File: src/kms_pkg.sv
// Purpose: Shared constants for the keypad matrix scanner
// Assumes: APB slave, 32-bit data, word-aligned registers
// Notes:   Offsets are byte addresses
package kms_pkg;
  // ----------------------------------------
  // Register offsets
  // ----------------------------------------
  localparam logic [7:0] KMS_OFF_COLCTRL = 8'h00;
  localparam logic [7:0] KMS_OFF_ROWSEL  = 8'h04;
  localparam logic [7:0] KMS_OFF_ROWIN   = 8'h08;
  localparam logic [7:0] KMS_OFF_STATUS  = 8'h0c;
  localparam logic [7:0] KMS_OFF_CLEAR   = 8'h10;
  localparam logic [7:0] KMS_OFF_ENABLE  = 8'h14;
  localparam logic [7:0] KMS_OFF_WAKE    = 8'h18;

  // ----------------------------------------
  // Field layout and reset values
  // ----------------------------------------
  localparam int KMS_MODE_LSB  = 0;
  localparam int KMS_MODE_W    = 2;
  localparam int KMS_COLIX_LSB = 4;
  localparam int KMS_COLIX_W   = 3;
  localparam int KMS_STAT_KEY  = 0;
  localparam int KMS_STAT_ROW  = 1;
  localparam int KMS_STAT_W    = 2;

  localparam logic [1:0] KMS_STAT_RST   = 2'h0;
  localparam logic [7:0] KMS_ROWSEL_RST = 8'hff;
  localparam logic [1:0] KMS_WAKE_RST   = 2'h3;

  // Column drive modes; reset state leaves the matrix undriven
  typedef enum logic [1:0] {
    KMS_COL_HIZ  = 2'b00,
    KMS_COL_LOW  = 2'b01,
    KMS_COL_HIGH = 2'b10,
    KMS_COL_ONE  = 2'b11
  } kms_colmode_t;
endpackage

File: src/kms_col_driver.sv
// Purpose: Column strobe driver for an 8-column key matrix
// Assumes: Output enable high while the pin is driven
// Notes:   Registered outputs, one cycle after a mode change
`timescale 1ns/1ns
module kms_col_driver #(
  parameter int COLS = 8
) (
  input  wire logic                 ref_clk,
  input  wire logic                 rst_n,
  input  wire kms_pkg::kms_colmode_t colMode,
  input  wire logic [$clog2(COLS)-1:0] colIndex,
  output logic [COLS-1:0]           colOut,
  output logic [COLS-1:0]           colOe
);
  import kms_pkg::*;

  logic [COLS-1:0] colOutNext;
  logic [COLS-1:0] colOeNext;

  always_comb begin
    colOutNext = '0;
    colOeNext  = '0;
    unique case (colMode)
      KMS_COL_HIZ: begin
        colOutNext = '0;
        colOeNext  = '0;
      end
      KMS_COL_LOW: begin
        colOutNext = '0;
        colOeNext  = '1;
      end
      KMS_COL_HIGH: begin
        colOutNext = '1;
        colOeNext  = '1;
      end
      KMS_COL_ONE: begin
        colOutNext[colIndex] = 1'b1;
        colOeNext[colIndex]  = 1'b1;
      end
    endcase
  end

  always_ff @(posedge ref_clk) begin
    if (!rst_n) begin
      colOut <= '0;
      colOe  <= '0;
    end else begin
      colOut <= colOutNext;
      colOe  <= colOeNext;
    end
  end
endmodule // kms_col_driver

File: src/kms_scanner.sv
// Purpose: Keypad matrix scanner top with APB registers
// Assumes: Row sense pins are asynchronous and synchronised here
// Notes:   Status bits are sticky; a set in the same cycle as a clear wins
// Functional notes
// - Provide an 8-bit column driver that can strobe each column.
// - One selected column driven high, all other columns high impedance.
// - Collective modes: all columns low, all high, or all undriven.
// - Keyboard interrupt is OR of selected row inputs when pins are inputs.
// - Keyboard interrupt wakes the system from standby and idle.
// - Scan an 8x8 matrix with no external logic.
//
// The placing of the registers and the APB interface to the registers were left to the implementer.
`timescale 1ns/1ns
module kms_scanner #(
  parameter int ROWS = 8,
  parameter int COLS = 8
) (
  input  wire logic              ref_clk,
  input  wire logic              rst_n,
  input  wire logic              psel,
  input  wire logic              penable,
  input  wire logic              pwrite,
  input  wire logic [7:0]        paddr,
  input  wire logic [31:0]       pwdata,
  output logic [31:0]            prdata,
  output logic                   pready,
  output logic                   pslverr,
  input  wire logic [ROWS-1:0]   rowSensePort,
  input  wire logic              rowIsInput,
  output logic [COLS-1:0]        colOut,
  output logic [COLS-1:0]        colOe,
  output logic                   keyIrq,
  output logic                   wakeReq,
  output logic                   irq
);
  import kms_pkg::*;

  // ----------------------------------------
  // Input synchronisers
  // ----------------------------------------
  logic [ROWS-1:0] rowMeta_reg;
  logic [ROWS-1:0] rowSync_reg;
  logic [1:0]      dirMeta_reg;

  // Rows come straight from the key switches, so they are bounced and asynchronous
  // Bounce is left to software; it sees every level the sync flops pass on
  always_ff @(posedge ref_clk) begin
    if (!rst_n) begin
      rowMeta_reg <= '0;
      rowSync_reg <= '0;
      dirMeta_reg <= 2'h0;
    end else begin
      rowMeta_reg <= rowSensePort;
      rowSync_reg <= rowMeta_reg;
      dirMeta_reg <= {dirMeta_reg[0], rowIsInput};
    end
  end

  // ----------------------------------------
  // Registers
  // ----------------------------------------
  // Mode and index are written together, so one scan step is one write
  kms_colmode_t      colMode_reg;
  logic [KMS_COLIX_W-1:0] colIndex_reg;
  logic [ROWS-1:0]   rowSel_reg;
  logic [KMS_STAT_W-1:0] status_reg;
  logic [KMS_STAT_W-1:0] enable_reg;
  logic [1:0]        wakeEn_reg;
  logic              keyIrq_reg;
  logic              keyIrqPrev_reg;

  logic wrEn;
  logic rdEn;
  logic knownAddr;

  // ----------------------------------------
  // Bus decode
  // ----------------------------------------
  // One decode for every register write strobe, so all writers agree on timing
  function automatic logic wrHit(
    input logic       en,
    input logic [7:0] addr,
    input logic [7:0] off
  );
    return en && (addr == off);
  endfunction

  assign wrEn = psel && penable && pwrite;
  // Read data is loaded in the setup cycle so it already stands in the access phase
  assign rdEn = psel && !penable && !pwrite;
  // No wait states: every access finishes in its first access cycle
  assign pready = 1'b1;

  always_comb begin
    unique case (paddr)
      KMS_OFF_COLCTRL, KMS_OFF_ROWSEL, KMS_OFF_ROWIN, KMS_OFF_STATUS,
      KMS_OFF_CLEAR, KMS_OFF_ENABLE, KMS_OFF_WAKE: knownAddr = 1'b1;
      default:                                    knownAddr = 1'b0;
    endcase
  end
  assign pslverr = psel && penable && !knownAddr;

  // Column control: mode and selected column
  always_ff @(posedge ref_clk) begin
    if (!rst_n) begin
      colMode_reg  <= KMS_COL_HIZ;
      colIndex_reg <= '0;
    end else if (wrHit(wrEn, paddr, KMS_OFF_COLCTRL)) begin
      colMode_reg  <= kms_colmode_t'(pwdata[KMS_MODE_LSB +: KMS_MODE_W]);
      colIndex_reg <= pwdata[KMS_COLIX_LSB +: KMS_COLIX_W];
    end
  end

  // Row select: all rows take part after reset, so any key can wake the system
  always_ff @(posedge ref_clk) begin
    if (!rst_n) begin
      rowSel_reg <= KMS_ROWSEL_RST;
    end else if (wrHit(wrEn, paddr, KMS_OFF_ROWSEL)) begin
      rowSel_reg <= pwdata[ROWS-1:0];
    end
  end

  // Interrupt enable: nothing reaches irq until software asks for it
  always_ff @(posedge ref_clk) begin
    if (!rst_n) begin
      enable_reg <= KMS_STAT_RST;
    end else if (wrHit(wrEn, paddr, KMS_OFF_ENABLE)) begin
      enable_reg <= pwdata[KMS_STAT_W-1:0];
    end
  end

  // Wake enables: bit 0 standby, bit 1 idle
  always_ff @(posedge ref_clk) begin
    if (!rst_n) begin
      wakeEn_reg <= KMS_WAKE_RST;
    end else if (wrHit(wrEn, paddr, KMS_OFF_WAKE)) begin
      wakeEn_reg <= pwdata[1:0];
    end
  end

  // ----------------------------------------
  // Keyboard interrupt
  // ----------------------------------------
  // Level follows the OR of selected rows; rows not in input mode give nothing
  always_ff @(posedge ref_clk) begin
    if (!rst_n) begin
      keyIrq_reg     <= 1'b0;
      keyIrqPrev_reg <= 1'b0;
    end else begin
      keyIrq_reg     <= dirMeta_reg[1] && |(rowSync_reg & rowSel_reg);
      // Previous level only feeds the press bit of the status register
      keyIrqPrev_reg <= keyIrq_reg;
    end
  end
  assign keyIrq = keyIrq_reg;

  // ----------------------------------------
  // Wake request
  // ----------------------------------------
  // Wake follows keyIrq_reg with no flop of its own; bit0 standby, bit1 idle
  assign wakeReq = keyIrq_reg && |wakeEn_reg;

  // ----------------------------------------
  // Sticky status
  // ----------------------------------------
  // Set wins over a clear in the same cycle, so a held key is never lost
  // Bit 0 is set by the level, bit 1 marks only a new press
  logic [KMS_STAT_W-1:0] statSet;
  logic [KMS_STAT_W-1:0] statClr;
  always_comb begin
    statSet = '0;
    statSet[KMS_STAT_KEY] = keyIrq_reg;
    statSet[KMS_STAT_ROW] = keyIrq_reg && !keyIrqPrev_reg;
    statClr = wrHit(wrEn, paddr, KMS_OFF_CLEAR) ? pwdata[KMS_STAT_W-1:0] : '0;
  end

  always_ff @(posedge ref_clk) begin
    if (!rst_n) begin
      status_reg <= KMS_STAT_RST;
    end else begin
      status_reg <= (status_reg & ~statClr) | statSet;
    end
  end
  assign irq = |(status_reg & enable_reg);

  // ----------------------------------------
  // Read data
  // ----------------------------------------
  // Unmapped and write-only offsets read as zero
  always_ff @(posedge ref_clk) begin
    if (!rst_n) begin
      prdata <= '0;
    end else if (rdEn) begin
      unique case (paddr)
        KMS_OFF_COLCTRL: prdata <= 32'(colMode_reg) | (32'(colIndex_reg) << KMS_COLIX_LSB);
        KMS_OFF_ROWSEL:  prdata <= 32'(rowSel_reg);
        KMS_OFF_ROWIN:   prdata <= 32'(rowSync_reg);
        KMS_OFF_STATUS:  prdata <= 32'(status_reg);
        KMS_OFF_ENABLE:  prdata <= 32'(enable_reg);
        KMS_OFF_WAKE:    prdata <= 32'(wakeEn_reg);
        default:         prdata <= '0;
      endcase
    end
  end

  // ----------------------------------------
  // Column driver
  // ----------------------------------------
  // Strobing one column at a time and reading rows scans 8x8 directly
  // The driver adds one flop, so a new mode reaches the pins two edges after the write
  kms_col_driver #(
    .COLS(COLS)
  ) u_col (
    .ref_clk  (ref_clk),
    .rst_n    (rst_n),
    .colMode  (colMode_reg),
    .colIndex (colIndex_reg),
    .colOut   (colOut),
    .colOe    (colOe)
  );
endmodule // kms_scanner

File: config.mk
export PLATFORM = sky130hd
export DESIGN_NAME = kms_scanner
export DESIGN_NICKNAME = d
export VERILOG_FILES = /design/src/kms_pkg.sv /design/src/kms_col_driver.sv /design/src/kms_scanner.sv
export SDC_FILE = /design/constraint.sdc
export NUM_CORES = 1
export LEC_CHECK = 0
export BUFFER_PORTS_ARGS = -buffer_cell sky130_fd_sc_hd__clkbuf_2
export CAP_MARGIN = 20
export CORE_MARGIN = 2
export CORE_UTILIZATION = 46
export DETAILED_ROUTE_END_ITERATION = 7
export HOLD_SLACK_MARGIN = 0.02
export PLACE_DENSITY = 0.77
export SYNTH_ARGS = -nofsm -noshare
export SYNTH_HDL_FRONTEND = slang
export SYNTH_SLANG_ARGS = --single-unit
File: constraint.sdc
create_clock -name ref_clk -period 1.45 [get_ports ref_clk]
set_input_delay 0.0725 -clock ref_clk [delete_from_list [all_inputs] [get_ports ref_clk]]
set_output_delay 0.0725 -clock ref_clk [all_outputs]
set_load 0.01 [all_outputs]
======== Word-level counts from Yosys, hierarchy flattened ========
Index checks and enable logic that the tools add are counted.
cells by class
  $lt $le $gt $ge ......................... 2
  reduce and logical (&&, ||, !) cells .... 26
  bitwise logic cells ..................... 6
  muxes and demuxes ....................... 7
  equal/unequal tests ..................... 9
operator list
  cell                                                               count
  case mux 8 bit (3 select lines)                                    2
  case mux 8 bit (6 select lines)                                    1
  equality test 8 x 5 -> 1 bit, second input constant                3
  equality test 8 x 4 -> 1 bit, second input constant                2
  logical AND 1 bit                                                  14
  AND 8 bit                                                          1
  equality test 8 x 3 -> 1 bit, second input constant                1
  zero test 8 bit                                                    1
  OR reduction 2 bit                                                 4
  OR reduction 8 bit                                                 1
  OR 2 x 7 -> 7 bit                                                  1
  OR reduction 7 bit                                                 1
  AND 2 bit                                                          2
  equality test 2 bit, second input constant                         2
  zero test 1 bit                                                    4
  < comparator 3 x 4 -> 1 bit, second input constant                 1
  demux 1 bit (select 3 bit)                                         1
  greater-or-equal comparator 3 x 1 -> 1 bit, second input constant  1
  equality test 2 x 1 -> 1 bit, second input constant                1
  zero test 2 bit                                                    1
  two-way mux 1 bit                                                  2
  two-way mux 2 bit                                                  1
  NOT 2 bit                                                          1
  OR 2 bit                                                           1
storage, ports and cells
  logic and storage cells ................. 64
  output and inout port bits .............. 53
  bits of input ports ..................... 54
  register bits after elaboration ......... 87

======== Logic depth before layout (Yosys ltp) ========
  word-level depth ........................ 7
  mapped depth ............................ 6
  depth with buffers taken out ............ 5

======== Cells and area by module ========
A second synthesis with hierarchy kept.
unflattened totals
  cells, all modules ...................... 260
  area total of the unflattened synthesis .. 2661.3 µm²
modules (own cells, without submodules)
  module          area each (µm²)  times used  sequential area each (µm²)  cells each
  kms_scanner     2055.7           1           940.9                       211
  kms_col_driver  605.6            1           320.3                       49

======== Least setup slack after synthesis ========
Ideal clock, no wire load.
  path kind ............................... in2reg
  start ................................... input paddr[4]
  end ..................................... register prdata[1]
  path slack .............................. 0.188 ns
  cell stages on the path ................. 5
  library setup time ...................... 0.120 ns
  arrival time ............................ 1.142 ns
  cells stage by stage .................... clkbuf_1 -> mux2_1 -> a22oi_1 -> nor2_1 -> o31a_1
on the way
  cells in the longest elaborated chain, start to end .. 2
RTL lines
  what                                                  RTL line            RTL
  from (decl)                                           kms_scanner.sv:23   input wire logic [7:0] paddr,
  equality test 8 x 5 -> 1 bit (tied with other cells)  kms_scanner.sv:194  unique case (paddr)
  case mux 8 bit (6 select lines) *                     kms_scanner.sv:194
  to (signal assigned)                                  kms_scanner.sv:195  KMS_OFF_COLCTRL: prdata <= 32'(colMode_reg) | (32'(colIndex_reg) << KMS_COLIX_LSB);
  to (signal assigned)                                  kms_scanner.sv:196  KMS_OFF_ROWSEL: prdata <= 32'(rowSel_reg);
  to (signal assigned)                                  kms_scanner.sv:197  KMS_OFF_ROWIN: prdata <= 32'(rowSync_reg);
  to (decl)                                             kms_scanner.sv:25   output logic [31:0] prdata,
Mark *: on every way between the ends. The rest lies on a longest branch, timed or not.
A chain may end at the register's enable or synchronous reset.

======== Worst setup path in the final report ========
  start ................................... register wakeEn_reg[1]
  end ..................................... register prdata[1]
on the way
  cells in the longest elaborated chain, start to end .. 1
RTL lines
  what                             RTL line            RTL
  from (decl)                      kms_scanner.sv:68   logic [1:0] wakeEn_reg;
  from (signal assigned)           kms_scanner.sv:137  wakeEn_reg <= pwdata[1:0];
  case mux 8 bit (6 select lines)  kms_scanner.sv:194
No other way between the ends.

==> run_results.csv <==
group,metric,value,unit
placed_design,dpl_cell_area,0.00297,mm2
sta,slew_viol_final,0,
cells_and_area,drive_above_1_share,24.9,%
setup_path,cp_data_required_time,1.68,ns
setup_path,path_max_fanout,3,
detailed_routing,drtPass1Iterations,5,
cells_and_area,final_common_cell,"dfxtp_1",
detailed_routing,drt-wirelength-per-cell,12.5,um
detailed_routing,routed_wl,5590,um
clocking,root_buffer,"clkbuf_8",
power,switching_share,22.7,%
setup_path,r2r_start,"wakeEn_reg[1]",
min_path,min_to,"rowSel_reg[2]",
detailed_routing,num_vias,2165,
power,power.density,1100,mW/mm2
sta,period_minus_slack,1.27,ns
sta,rsz0062_at_grt,"false",
synthesis,syn_area_per_cell,9.20,um2
cells_and_area,area_growth_syn_to_layout,26.5,%
sta,fmax,0.788,GHz
placed_design,dpl.hpwl,4030,um
power,p_int,0.00285,W
cells_and_area,design_area,0.00336,mm2
setup_path,reg2regPathDepth,4,
clocking,cts_sinks,63,
floorplan,dieWidth,80.0,um
synthesis,synth_cell_types,46,
clocking,cts_resized,0,
synthesis,synth_cells,289,
floorplan,initial_utilization,48.0,%
synthesis,syn-cell-area,0.00266,mm2
sta,hold_violations,0,
placed_design,port_buffers,57,
min_path,worst_hold_path.num_cells,2,
floorplan,dieHeight,80.0,um
run,max_cap_violations,0,
synthesis,yosys_warnings,0,
cells_and_area,final_nets,426,
clocking,cts_tree,"done",
floorplan,die-area,0.00640,mm2
grt,grt_pass1_wl,8960,um
clocking,cts_made_buffers,9,
sta,hold_ws,0.0442,ns
floorplan,fp.coreArea,0.00554,mm2
setup_path,cp-end-kind,"flop",
power,switchingPower,0.000836,W
min_path,hold_start,"rst_n",
status,status,"finished clean",
grt,grt_overflow,0,
grt,grt_usage,18.5,%
min_path,min_path_type,"primary input to flop",
synthesis,ys_seq_area_share,47.5,%
sta,period_share,87.6,%
clocking,cts.reportedPaths.clkPinSlew,0.07,ns
synthesis,synth_seq_cells,63,
setup_path,arrival,1.50,ns
grt,grt_pass1_vias,2008,
sta,fin_ws,0.180,ns
power,power.leakage,1.45,nW
power,p_total,0.00368,W
floorplan,fp-row-count,27,
detailed_routing,drt_iter0_markers,113,
setup_path,worstSetupStartpointType,"flop",
placed_design,routabilityCongestion,0.871,
power,ir_drop,0.835,mV
setup_path,reg2reg_to,"prdata[1]",
detailed_routing,antenna_left,0,
setup_path,r2r_slack,0.18,ns
power,power_frac_seq,48.0,%
placed_design,dp_slack,0.0706,ns
setup_path,critical_path_class,"flop to flop",
detailed_routing,drc,0,
sta,clock_skew,0.00438,ns
floorplan,io_pins,107,
sta,tns,0,ns
power,power_frac_clock,44.8,%
clocking,cts_buffer_depth,2,
cells_and_area,antenna-diode-count,0,
power,power_frac_comb,7.2,%
detailed_routing,viasPerCell,4.85,
sta,setup_viol_count_final,0,
clocking,cts_htree_levels,3,
grt,antenna_found_initial,0,
grt,grt_start_max_net_pins,20,
clocking,clk_latency,0.33,ns
cells_and_area,final_cell_mix,"63 x dfxtp_1, 57 x clkbuf_2, 50 x nor2_1",
-- cell type report --
class	count	area (um2)
fill	477	2180
sequential	63	1260
multi-input combinational	203	1200
timing repair buffer	87	566
clock buffer	9	124
clock inverter	7	97.6
tap	72	90.1
inverter	5	18.8
-- cell families (layout without fill, tap and decap cells) --
group	count (synthesis)	count (layout)	share of synthesized area, %
AOI/OAI and AO/OA	33	33	9.51
adders and majority gates	3	3	1.41
buffers and inverters	46	108	10.5
DFF	63	63	47.5
muxes	16	16	6.59
other	2	25	0.283
and+or+nand+nor	126	126	24.3
-- per-layer routing --
metal  vias to the layer above  share of wire (%)  routed length (um)  global-route usage, %
li1                       1088                  -                   -                      -
met1                      1002                 41                2310                   21.2
met2                        69                 51                2880                   31.1
met3                         6                6.2                 346                   6.90
met4                         0               0.95                  53                   7.12
met5                         -                  0                   0                      0
-- Yosys cell counts, drive strengths merged --
library cell	n	area, um2
nand2	24	90.1
a311oi	1	8.76
a22o	4	35.0
and4b	2	20.0
and3	3	18.8
nor4	4	46.3
nand3b	1	7.51
a21oi	1	5.00
a22oi	11	82.6
mux2i	13	130
nand2b	4	25.0
nor2b	1	6.26
or2	1	6.26
or3	1	6.26
buf	30	216
conb	2	7.51
nor3	3	15.0
a31oi	1	6.26
o31ai	2	15.0
o21ai	4	20.0
o32ai	1	8.76
a41oi	2	17.5
nand3	10	50.1
and2	18	113
inv	5	18.8
nand4	1	6.26
mux4	1	22.5
dfxtp	63	1260
nor4b	2	38.8
nor2	50	188
o2bb2ai	3	26.3
ha	3	37.5
clkbuf	11	42.5
a32o	1	10.0
or3b	1	8.76
o31a	2	17.5
mux2	2	22.5
-- critical path, cell delays in order (launching register included) --
cell and delay [ns]:
dfxtp_1 0.33, mux2_2 0.26, a22oi_1 0.23, nor2_1 0.07, o31a_1 0.27
-- through the flow --
| stage | std cells | util (%) |
|---|---|---|
| 2_1_floorplan | 312 | - |
| 3_3_place_gp | 413 | 53.6 |
| 3_5_place_dp | 413 | 53.6 |
| 4_1_cts | 446 | 60.7 |
| 5_1_grt | 446 | 60.7 |
| 6_report | 446 | 60.7 |
-- timing repair --
item                       CTS  global route
buffers inserted             0             0
hold endpoints to repair    20             0
hold buffers                17             0
setup endpoints to repair    0             0
-- worst max-delay path by stage --
| stage | startpoint | to |
|---|---|---|
| after floorplan | paddr[4] | prdata[1] |
| after global placement | paddr[5] | rowSel_reg[3] |
| after detailed placement | paddr[5] | rowSel_reg[0] |
| after CTS | enable_reg[1] | prdata[1] |
| after global routing | status_reg[0] | prdata[0] |
| final | wakeEn_reg[1] | prdata[1] |
-- power groups by stage --
stage | logic, W | registers [W] | clock network (W)
after floorplan | 0.000185 | 0.00181 | 0
after global placement | 0.000220 | 0.00181 | 0
after detailed placement | 0.000224 | 0.00181 | 0
after CTS | 0.000261 | 0.00177 | 0.00168
after global routing | 0.000292 | 0.00177 | 0.00177
final | 0.000264 | 0.00177 | 0.00165
Power figures use the tool's default switching activity.
